<file path="src/rwwsp_defs.vh">
// Offsets, field positions, reset values and timing counts of the self-programming control
`ifndef RWWSP_DEFS_VH
`define RWWSP_DEFS_VH

// Register byte offsets
`define RWWSP_OFS_CTRL_STATUS 8'h00
`define RWWSP_OFS_PAGE_HIGH 8'h04
`define RWWSP_OFS_LOCK 8'h08
`define RWWSP_OFS_IRQ_STATUS 8'h0C
`define RWWSP_OFS_IRQ_MASK 8'h10
`define RWWSP_OFS_LAST_TARGET 8'h14

// Control/status fields
`define RWWSP_CS_BUSY 0
`define RWWSP_CS_RWW_FLAG 1
`define RWWSP_CS_RWW_CLEAR 2
`define RWWSP_CS_STALL 3

// Lock register fields: two bits per section, one means unprogrammed
`define RWWSP_LOCK_APP_LO 0
`define RWWSP_LOCK_BOOT_LO 2
`define RWWSP_LOCK_RESET 4'hF

// Event bits
`define RWWSP_EV_DONE 0
`define RWWSP_EV_REJECT 1
`define RWWSP_EV_LOCKED 2
`define RWWSP_EV_W 3

// Store-program-memory operation codes
`define RWWSP_OP_FILL 2'h0
`define RWWSP_OP_ERASE 2'h1
`define RWWSP_OP_WRITE 2'h2
`define RWWSP_OP_RWW_ENABLE 2'h3

// Flash geometry defaults (bytes)
`define RWWSP_FLASH_BYTES 24'h040000
`define RWWSP_NO_READ_WHILE_WRITE_REGION_START 24'h03E000
`define RWWSP_BOOT_BASE_BYTES 24'h000400

// Timing
`define RWWSP_CLK_PERIOD_NS 4
`define RWWSP_PROG_TIME_NS 4500000
`define RWWSP_PROG_CYCLES ((`RWWSP_PROG_TIME_NS + `RWWSP_CLK_PERIOD_NS - 1) / `RWWSP_CLK_PERIOD_NS)

`endif

</file>
<file path="src/rwwsp_self_program_control.v">
// Read-while-write self-programming control with AHB-Lite register slave
`timescale 1ns/1ps
`include "rwwsp_defs.vh"

// Operation
// - Store-program-memory ops fetched from the application section are ignored.
// - From the boot loader section any flash page may be targeted.
// - Section split comes from boot size fuses; each section has own protection.
// - Flash also splits at a fixed boundary into read-while-write and other region.
// - Stall or concurrency is chosen from the target page address, not fetch address.
// - Target in read-while-write region: CPU runs, fetches from other region.
// - Target in no-read-while-write region: CPU stalled for the whole operation.
// - Boot loader section always lies inside the no-read-while-write region.
// - Busy flag reads one while the read-while-write region is blocked.
// - Busy flag stays set after programming until software clears it.
// - Two independent boot lock sets: application and boot loader section.
// - Lock bits can be programmed by software; only chip erase or reset restores them.
// - Target address is Z pointer extended by the page high pointer register.
module rwwsp_self_program_control #(
    parameter integer PROG_CYCLES = `RWWSP_PROG_CYCLES,
    parameter [23:0] FLASH_BYTES = `RWWSP_FLASH_BYTES,
    parameter [23:0] NO_READ_WHILE_WRITE_REGION_START = `RWWSP_NO_READ_WHILE_WRITE_REGION_START,
    parameter [23:0] BOOT_BASE_BYTES = `RWWSP_BOOT_BASE_BYTES
) (
    input wire sys_clk_in,                  // System clock, 250 MHz
    input wire reset_n_in,                  // Synchronous reset, active low
    input wire hsel_in,                     // AHB slave select
    input wire [31:0] haddr_in,             // AHB address
    input wire [1:0] htrans_in,             // AHB transfer type
    input wire hwrite_in,                   // AHB write
    input wire [2:0] hsize_in,              // AHB size
    input wire [31:0] hwdata_in,            // AHB write data
    input wire hready_in,                   // AHB bus ready
    output reg [31:0] hrdata_out,           // AHB read data
    output wire hreadyout_out,              // AHB slave ready
    output wire hresp_out,                  // AHB response, always OKAY
    input wire store_program_memory_op_in,  // CPU issues a store-program-memory op
    input wire [1:0] op_code_in,            // Operation code of that op
    input wire [23:0] op_fetch_addr_in,     // Byte address the op was fetched from
    input wire [15:0] z_pointer_in,         // Z pointer register pair
    input wire [1:0] boot_size_fuses_in,    // Boot size fuses, asynchronous
    input wire chip_erase_in,               // Chip erase pulse from programming port
    input wire [3:0] lock_program_in,       // Lock bits to program (zeros program)
    input wire lock_program_we_in,          // Strobe for lock_program_in
    output wire cpu_stall_out,              // CPU stall request
    output wire rww_fetch_block_out,        // Block fetches from the rww region
    output wire rww_region_busy_flag_out,   // Busy flag for the rww region
    output wire [23:0] boot_start_out,      // First byte of boot loader section
    output wire flash_prog_busy_out,        // Page erase or write running
    output wire irq_out                     // Level interrupt
);
    localparam ST_IDLE = 1'b0;
    localparam ST_PROG = 1'b1;

    reg state_reg;
    reg state_next;
    reg [1:0] fuse_meta_reg;
    reg [1:0] fuse_sync_reg;
    reg [7:0] program_page_high_pointer_reg;
    reg [3:0] lock_reg;
    reg rww_flag_reg;
    reg target_no_read_while_write_region_reg;
    reg [23:0] last_target_reg;
    reg [`RWWSP_EV_W-1:0] irq_status_reg;
    reg [`RWWSP_EV_W-1:0] irq_mask_reg;
    reg [`RWWSP_EV_W-1:0] event_next;
    reg wr_pending_reg;
    reg [7:0] wr_addr_reg;

    wire timer_busy;
    wire timer_done;
    wire [23:0] target_addr;
    wire [23:0] boot_size;
    wire [23:0] boot_start_raw;
    wire [23:0] boot_start;
    wire fetch_in_boot;
    wire target_in_boot;
    wire target_in_no_read_while_write_region;
    wire write_protected;
    wire is_page_op;
    wire op_ok;
    wire start_prog;
    wire rww_enable_op;
    wire ahb_take;
    wire [7:0] ahb_ofs;
    wire wr_cs;
    wire wr_ph;
    wire wr_lock;
    wire wr_irq_st;
    wire wr_irq_mask;
    reg [31:0] rd_next;

    // Fuse pins are static straps but arrive unsynchronised
    always @(posedge sys_clk_in) begin
        if (!reset_n_in) begin
            fuse_meta_reg <= 2'h3;
            fuse_sync_reg <= 2'h3;
        end else begin
            fuse_meta_reg <= boot_size_fuses_in;
            fuse_sync_reg <= fuse_meta_reg;
        end
    end

    // Smallest boot section when all fuses are unprogrammed
    assign boot_size = BOOT_BASE_BYTES << (~fuse_sync_reg);
    assign boot_start_raw = FLASH_BYTES - boot_size;
    // Clamp keeps the boot section inside the stall region for any fuse choice
    assign boot_start = (boot_start_raw < NO_READ_WHILE_WRITE_REGION_START) ? NO_READ_WHILE_WRITE_REGION_START : boot_start_raw;
    assign boot_start_out = boot_start;

    assign target_addr = {program_page_high_pointer_reg, z_pointer_in};
    assign fetch_in_boot = (op_fetch_addr_in >= boot_start);
    assign target_in_boot = (target_addr >= boot_start);
    assign target_in_no_read_while_write_region = (target_addr >= NO_READ_WHILE_WRITE_REGION_START);

    // Write protection when the low bit of the section's lock pair is programmed
    assign write_protected = target_in_boot ?
        ~lock_reg[`RWWSP_LOCK_BOOT_LO] :
        ~lock_reg[`RWWSP_LOCK_APP_LO];

    assign is_page_op = (op_code_in == `RWWSP_OP_ERASE) ||
        (op_code_in == `RWWSP_OP_WRITE);
    // Fetch location and an idle state gate acceptance; any target is legal from boot
    assign op_ok = store_program_memory_op_in && fetch_in_boot && (state_reg == ST_IDLE);
    assign start_prog = op_ok && is_page_op && !write_protected;
    assign rww_enable_op = op_ok && (op_code_in == `RWWSP_OP_RWW_ENABLE);

    rwwsp_prog_timer #(
        .CYCLES(PROG_CYCLES),
        .CNT_W(24)
    ) u_timer (
        .sys_clk_in(sys_clk_in),
        .reset_n_in(reset_n_in),
        .start_in(start_prog),
        .busy_out(timer_busy),
        .done_out(timer_done)
    );

    always @* begin
        state_next = state_reg;
        case (state_reg)
            ST_IDLE: begin
                if (start_prog) begin
                    state_next = ST_PROG;
                end
            end
            ST_PROG: begin
                if (timer_done) begin
                    state_next = ST_IDLE;
                end
            end
            default: begin
                state_next = ST_IDLE;
            end
        endcase
    end

    always @(posedge sys_clk_in) begin
        if (!reset_n_in) begin
            state_reg <= ST_IDLE;
            target_no_read_while_write_region_reg <= 1'b0;
            last_target_reg <= 24'h000000;
        end else begin
            state_reg <= state_next;
            if (start_prog) begin
                target_no_read_while_write_region_reg <= target_in_no_read_while_write_region;
                last_target_reg <= target_addr;
            end
        end
    end

    assign flash_prog_busy_out = (state_reg == ST_PROG) && timer_busy;
    // Whole operation stalls the core when the page is in the stall region
    // Follows the timer, not the state, so the stall ends with the operation
    assign cpu_stall_out = flash_prog_busy_out && target_no_read_while_write_region_reg;
    // Other region stays readable; only the rww region is fenced off
    assign rww_fetch_block_out = rww_flag_reg;
    assign rww_region_busy_flag_out = rww_flag_reg;

    // AHB-Lite slave: zero wait states, writes land in the data phase
    assign hreadyout_out = 1'b1;
    assign hresp_out = 1'b0;
    assign ahb_take = hsel_in && htrans_in[1] && hready_in;
    assign ahb_ofs = {haddr_in[7:2], 2'b00};

    always @(posedge sys_clk_in) begin
        if (!reset_n_in) begin
            wr_pending_reg <= 1'b0;
            wr_addr_reg <= 8'h00;
        end else begin
            wr_pending_reg <= ahb_take && hwrite_in;
            if (ahb_take) begin
                wr_addr_reg <= ahb_ofs;
            end
        end
    end

    assign wr_cs = wr_pending_reg && (wr_addr_reg == `RWWSP_OFS_CTRL_STATUS);
    assign wr_ph = wr_pending_reg && (wr_addr_reg == `RWWSP_OFS_PAGE_HIGH);
    assign wr_lock = wr_pending_reg && (wr_addr_reg == `RWWSP_OFS_LOCK);
    assign wr_irq_st = wr_pending_reg && (wr_addr_reg == `RWWSP_OFS_IRQ_STATUS);
    assign wr_irq_mask = wr_pending_reg && (wr_addr_reg == `RWWSP_OFS_IRQ_MASK);

    always @(posedge sys_clk_in) begin
        if (!reset_n_in) begin
            program_page_high_pointer_reg <= 8'h00;
            irq_mask_reg <= {`RWWSP_EV_W{1'b0}};
        end else begin
            if (wr_ph) begin
                program_page_high_pointer_reg <= hwdata_in[7:0];
            end
            if (wr_irq_mask) begin
                irq_mask_reg <= hwdata_in[`RWWSP_EV_W-1:0];
            end
        end
    end

    // Lock bits only move toward programmed; only chip erase or reset restores them
    always @(posedge sys_clk_in) begin
        if (!reset_n_in) begin
            lock_reg <= `RWWSP_LOCK_RESET;
        end else if (chip_erase_in) begin
            lock_reg <= `RWWSP_LOCK_RESET;
        end else begin
            if (wr_lock && lock_program_we_in) begin
                lock_reg <= lock_reg & hwdata_in[3:0] & lock_program_in;
            end else if (wr_lock) begin
                lock_reg <= lock_reg & hwdata_in[3:0];
            end else if (lock_program_we_in) begin
                lock_reg <= lock_reg & lock_program_in;
            end
        end
    end

    // Flag set when an rww page operation starts; clearing is refused while busy
    always @(posedge sys_clk_in) begin
        if (!reset_n_in) begin
            rww_flag_reg <= 1'b0;
        end else if (start_prog && !target_in_no_read_while_write_region) begin
            rww_flag_reg <= 1'b1;
        end else if ((state_reg == ST_IDLE) &&
                     ((wr_cs && hwdata_in[`RWWSP_CS_RWW_CLEAR]) || rww_enable_op)) begin
            rww_flag_reg <= 1'b0;
        end
    end

    always @* begin
        event_next = {`RWWSP_EV_W{1'b0}};
        event_next[`RWWSP_EV_DONE] = timer_done;
        event_next[`RWWSP_EV_REJECT] = store_program_memory_op_in && !fetch_in_boot;
        event_next[`RWWSP_EV_LOCKED] = op_ok && is_page_op && write_protected;
    end

    // New events win over a write-one-to-clear in the same cycle
    always @(posedge sys_clk_in) begin
        if (!reset_n_in) begin
            irq_status_reg <= {`RWWSP_EV_W{1'b0}};
        end else if (wr_irq_st) begin
            irq_status_reg <= (irq_status_reg & ~hwdata_in[`RWWSP_EV_W-1:0]) | event_next;
        end else begin
            irq_status_reg <= irq_status_reg | event_next;
        end
    end

    assign irq_out = |(irq_status_reg & irq_mask_reg);

    always @* begin
        rd_next = 32'h00000000;
        case (ahb_ofs)
            `RWWSP_OFS_CTRL_STATUS: begin
                rd_next[`RWWSP_CS_BUSY] = (state_reg == ST_PROG);
                rd_next[`RWWSP_CS_RWW_FLAG] = rww_flag_reg;
                rd_next[`RWWSP_CS_STALL] = cpu_stall_out;
            end
            `RWWSP_OFS_PAGE_HIGH: begin
                rd_next[7:0] = program_page_high_pointer_reg;
            end
            `RWWSP_OFS_LOCK: begin
                rd_next[3:0] = lock_reg;
            end
            `RWWSP_OFS_IRQ_STATUS: begin
                rd_next[`RWWSP_EV_W-1:0] = irq_status_reg;
            end
            `RWWSP_OFS_IRQ_MASK: begin
                rd_next[`RWWSP_EV_W-1:0] = irq_mask_reg;
            end
            `RWWSP_OFS_LAST_TARGET: begin
                rd_next[23:0] = last_target_reg;
            end
            default: begin
                rd_next = 32'h00000000;
            end
        endcase
    end

    // Read data is captured in the address phase, so a read right after a
    // write to the same register returns the value before that write
    always @(posedge sys_clk_in) begin
        if (!reset_n_in) begin
            hrdata_out <= 32'h00000000;
        end else if (ahb_take && !hwrite_in) begin
            hrdata_out <= rd_next;
        end
    end
endmodule

</file>
<file path="src/rwwsp_prog_timer.v">
// Page erase/write duration timer
`timescale 1ns/1ps
module rwwsp_prog_timer #(
    parameter integer CYCLES = 1125000,
    parameter integer CNT_W = 24
) (
    input wire sys_clk_in,      // System clock
    input wire reset_n_in,      // Synchronous reset, active low
    input wire start_in,        // Start pulse
    output reg busy_out,        // Operation running
    output reg done_out         // One-cycle pulse at the end
);
    reg [CNT_W-1:0] count_reg;

    always @(posedge sys_clk_in) begin
        if (!reset_n_in) begin
            count_reg <= {CNT_W{1'b0}};
            busy_out <= 1'b0;
            done_out <= 1'b0;
        end else begin
            done_out <= 1'b0;
            if (start_in && !busy_out) begin
                count_reg <= CYCLES[CNT_W-1:0] - {{(CNT_W-1){1'b0}}, 1'b1};
                busy_out <= 1'b1;
            end else if (busy_out) begin
                if (count_reg == {CNT_W{1'b0}}) begin
                    busy_out <= 1'b0;
                    done_out <= 1'b1;
                end else begin
                    count_reg <= count_reg - {{(CNT_W-1){1'b0}}, 1'b1};
                end
            end
        end
    end
endmodule

</file>
<file path="config.mk">
export PLATFORM = sky130hd
export DESIGN_NAME = rwwsp_self_program_control
export DESIGN_NICKNAME = d
export VERILOG_FILES = /design/src/rwwsp_self_program_control.v /design/src/rwwsp_prog_timer.v
export VERILOG_INCLUDE_DIRS = /design/src
export SDC_FILE = /design/constraint.sdc
export NUM_CORES = 1
export LEC_CHECK = 0
export ABC_AREA = 1
export BUFFER_PORTS_ARGS = -buffer_cell sky130_fd_sc_hd__buf_4
export CORE_ASPECT_RATIO = 1.2
export CORE_UTILIZATION = 55
export DETAILED_ROUTE_END_ITERATION = 10
export PLACE_DENSITY = 0.94
export SETUP_SLACK_MARGIN = 0.15
export SYNTH_ARGS = -nofsm -noshare
export SYNTH_HDL_FRONTEND = slang
export SYNTH_HIERARCHICAL = 1
export SYNTH_SLANG_ARGS = --single-unit
</file>
<file path="constraint.sdc">
create_clock -name sys_clk_in -period 4.8 [get_ports sys_clk_in]
set_clock_uncertainty 0.1 [all_clocks]
set_input_delay 0.72 -clock sys_clk_in [delete_from_list [all_inputs] [get_ports sys_clk_in]]
set_output_delay 0.72 -clock sys_clk_in [all_outputs]
set_load 0.005 [all_outputs]
</file>
==> flow_summary.yaml <==
worst_setup_path:
  cp-end-kind: "register"
  crit_fanout: 51
  critical_path_class: "reg2reg"
  arrival_ns: 3.74
  cp_data_required_time_ns: 4.98
  cp-start-kind: "register"
detailed_routing:
  drt-total-wl_um: 13810
  drtIter0Drc: 270
  drcViolationCount: 0
  first_pass_iters: 5
  avgViaCountPerCell: 5.385
  detail-route-antenna-nets: 0
  via_count: 5439
  wl_per_cell_um: 13.67
sta:
  tns_ns: 0
  hold_viol: 0
  worst_hold_slack_ns: 0.3210
  fmax_ghz: 0.2806
  worst_slack_ns: 1.236
  setup_viol: 0
  fin_crit_ns: 3.564
  fin_crit_sh: 0.7426
  rsz0062_at_grt: "false"
  drv_slew: 0
  max-slew-margin-rel: 0.4609
  worst_slew_pin_slew_ns: 0.8077
floorplanning:
  ios: 188
  die_w_um: 94.86
  dieArea_um2: 10760
  die_h_um: 113.4
  coreArea_um2: 10060
  start_util: 0.5657
  num_rows: 40
synth:
  ys_warn_count: 6
  synth_top_family_by_area: "simple AND/OR/NAND/NOR gates"
  postSynth.asyncResetShare: 0
  yosysSeqAreaShare: 0.3729
  synth_compound_area_frac: 0.1544
  ys_types: 43
  synthXorXnorAreaFrac: 0.01077
  syn_area_um2: 5690
  synth_cells: 801
  synthMuxAreaShare: 0
  yosys.area_share.simple: 0.2905
  avgSynthCellArea_um2: 7.104
  synthAdderAreaFrac: 0.03518
  ys_ff_latch: 106
  synth_edf_count: 0
  synthFlopType: "dfxtp_1"
layout:
  final_cells: 1010
  fillCellCount: 853
  syn2layout_area_growth_pct: 14.89
  final_area_um2: 6538
  layout.area.seq_um2: 2122
  multi_input_area_um2: 2920
  nets: 1020
  num_antenna_cells: 0
  drive_gt1_frac: 0.1618
grt:
  grt_pass1_wl_um: 22560
  grt_overflow_total: 0
  grt_max_degree: 78
  grt_use_total: 0.2649
  grt_util_met1: 0.2950
  grtUsageMet2: 0.4657
  grt_antenna_before_repair: 0
  grt-busiest-layer: "met2"
  grtUsageMet3: 0.06333
  grt_pass1_vias: 5043
clock_tree:
  cts_buffer_depth: 2
  h-tree-depth: 3
  cts_buffers: 9
  post_cts_buffers: 0
  clock_latency_ns: 0.35
  cts-root-buf: "clkbuf_16"
  cts_resized: 0
  clock_sinks: 106
  clkTransAtPathRegs_ns: 0.07
  cts_tree: "built"
  ctsHoldBuffers: 0
placement:
  dpl.cell_count: 994
  post_dp_cell_area_um2: 6251
  post-place-ws_ns: 1.257
  globalplace.congestion: 0.9397
  portBuffers: 95
  dp_hpwl_um: 9900
power:
  ir_drop_v: 0.0002634
  leakage_nw: 2.978
  pwr_density_cell_nw_per_um2: 349.9
run:
  maxCapViolCount: 0
worst_hold_path:
  hold_class: "reg2reg"
run_status:
  status: "finished, final reports clean"
[report_power, final]
group / switching (mW) / internal (mW)
Clock: 0.351 / 0.362
Sequential: 0.0520 / 0.940
Combinational: 0.362 / 0.220
[per-layer routing]
layer  vias up  part of all wire
met1      2455              0.37
met3        41             0.085
met2       233              0.51
li1       2710                 -
met5         -                 0
met4         0             0.035
[synth_stat cells, drive strengths merged, types with 6 or more instances]
cell	instances	area, um^2
nand2	161	636.9
buf	49	392.9
nand3	46	252.8
nor2	108	434.2
nand3b	18	135.1
dfxtp	106	2122
inv	86	322.8
o21ai	49	249.0
nand4	16	106.4
a21oi	86	441.7
ha	16	200.2
or2	6	37.54
clkbuf	12	45.04
o211ai	8	60.06
[path summary, 6_finish.rpt]
path | to | startpoint | depth (start not counted) | slack, ns
setup / recovery | u_timer/count_reg[6]$_SDFFE_PP0P_ | fuse_sync_reg[1]$_SDFF_PN1_ | 21 | 1.24
hold / removal | fuse_sync_reg[1]$_SDFF_PN1_ | fuse_meta_reg[1]$_SDFF_PN1_ | 1 | 0.32
setup reg to reg | u_timer/count_reg[6]$_SDFFE_PP0P_ | fuse_sync_reg[1]$_SDFF_PN1_ | 21 | 1.24
hold reg to reg | fuse_sync_reg[1]$_SDFF_PN1_ | fuse_meta_reg[1]$_SDFF_PN1_ | 1 | 0.32
[cells by family after synthesis]
logic type,Yosys count
simple gates,361
other cells,2
compound gates,160
xor+xnor,7
buf+inv,149
fa+ha+maj,16
flops,106
[cell type report]
type,count,area share
clock buffer,9,0.03445
clock inverter,7,0.009378
inverter,88,0.05053
multi-input combinational,578,0.4467
sequential,106,0.3246
tap,126,0.02411
timing repair buffer,96,0.1102
[critical path: stages (launching register included)]
cell and delay (ns):
dfxtp_1 0.38, nand2_1 0.14, ha_1 0.33, inv_1 0.06
ha_1 0.28, nand2_1 0.09, inv_1 0.04, nand2_1 0.04
nand2_1 0.05, nand2_1 0.05, nand2_1 0.06, nand2_1 0.09
nand3_1 0.09, nand2_2 0.10, nand2_4 0.30, nand2_2 0.18
inv_1 0.06, nand2_2 0.17, inv_1 0.08, nor2_1 0.26
inv_1 0.32, a21oi_1 0.20
[through the flow]
stage	utilization	power, mW
floorplan	-	1.469
global placement	0.6214	1.566
detailed placement	0.6214	1.584
CTS	0.6499	2.287
global route	0.6499	2.425
finish	0.6499	2.288
[cells in the final DEF (no fill, tap or decap), types with 3 or more instances in the layout]
cell / n
xor2_1: 4
nand4_1: 15
inv_6: 4
o211ai_1: 8
o21ai_0: 46
or2_2: 6
a31oi_1: 5
xnor2_1: 3
nand3b_1: 18
clkbuf_16: 9
buf_4: 96
o221ai_1: 5
conb_1: 34
inv_1: 85
nand3_1: 43
dfxtp_1: 106
ha_1: 16
a21oi_1: 83
nand2_2: 7
nor2_1: 102
o21bai_1: 3
clkinv_4: 3
nor2_2: 5
nand2_1: 152
a21oi_2: 3
Note: power is estimated with default switching activity, not from simulation.
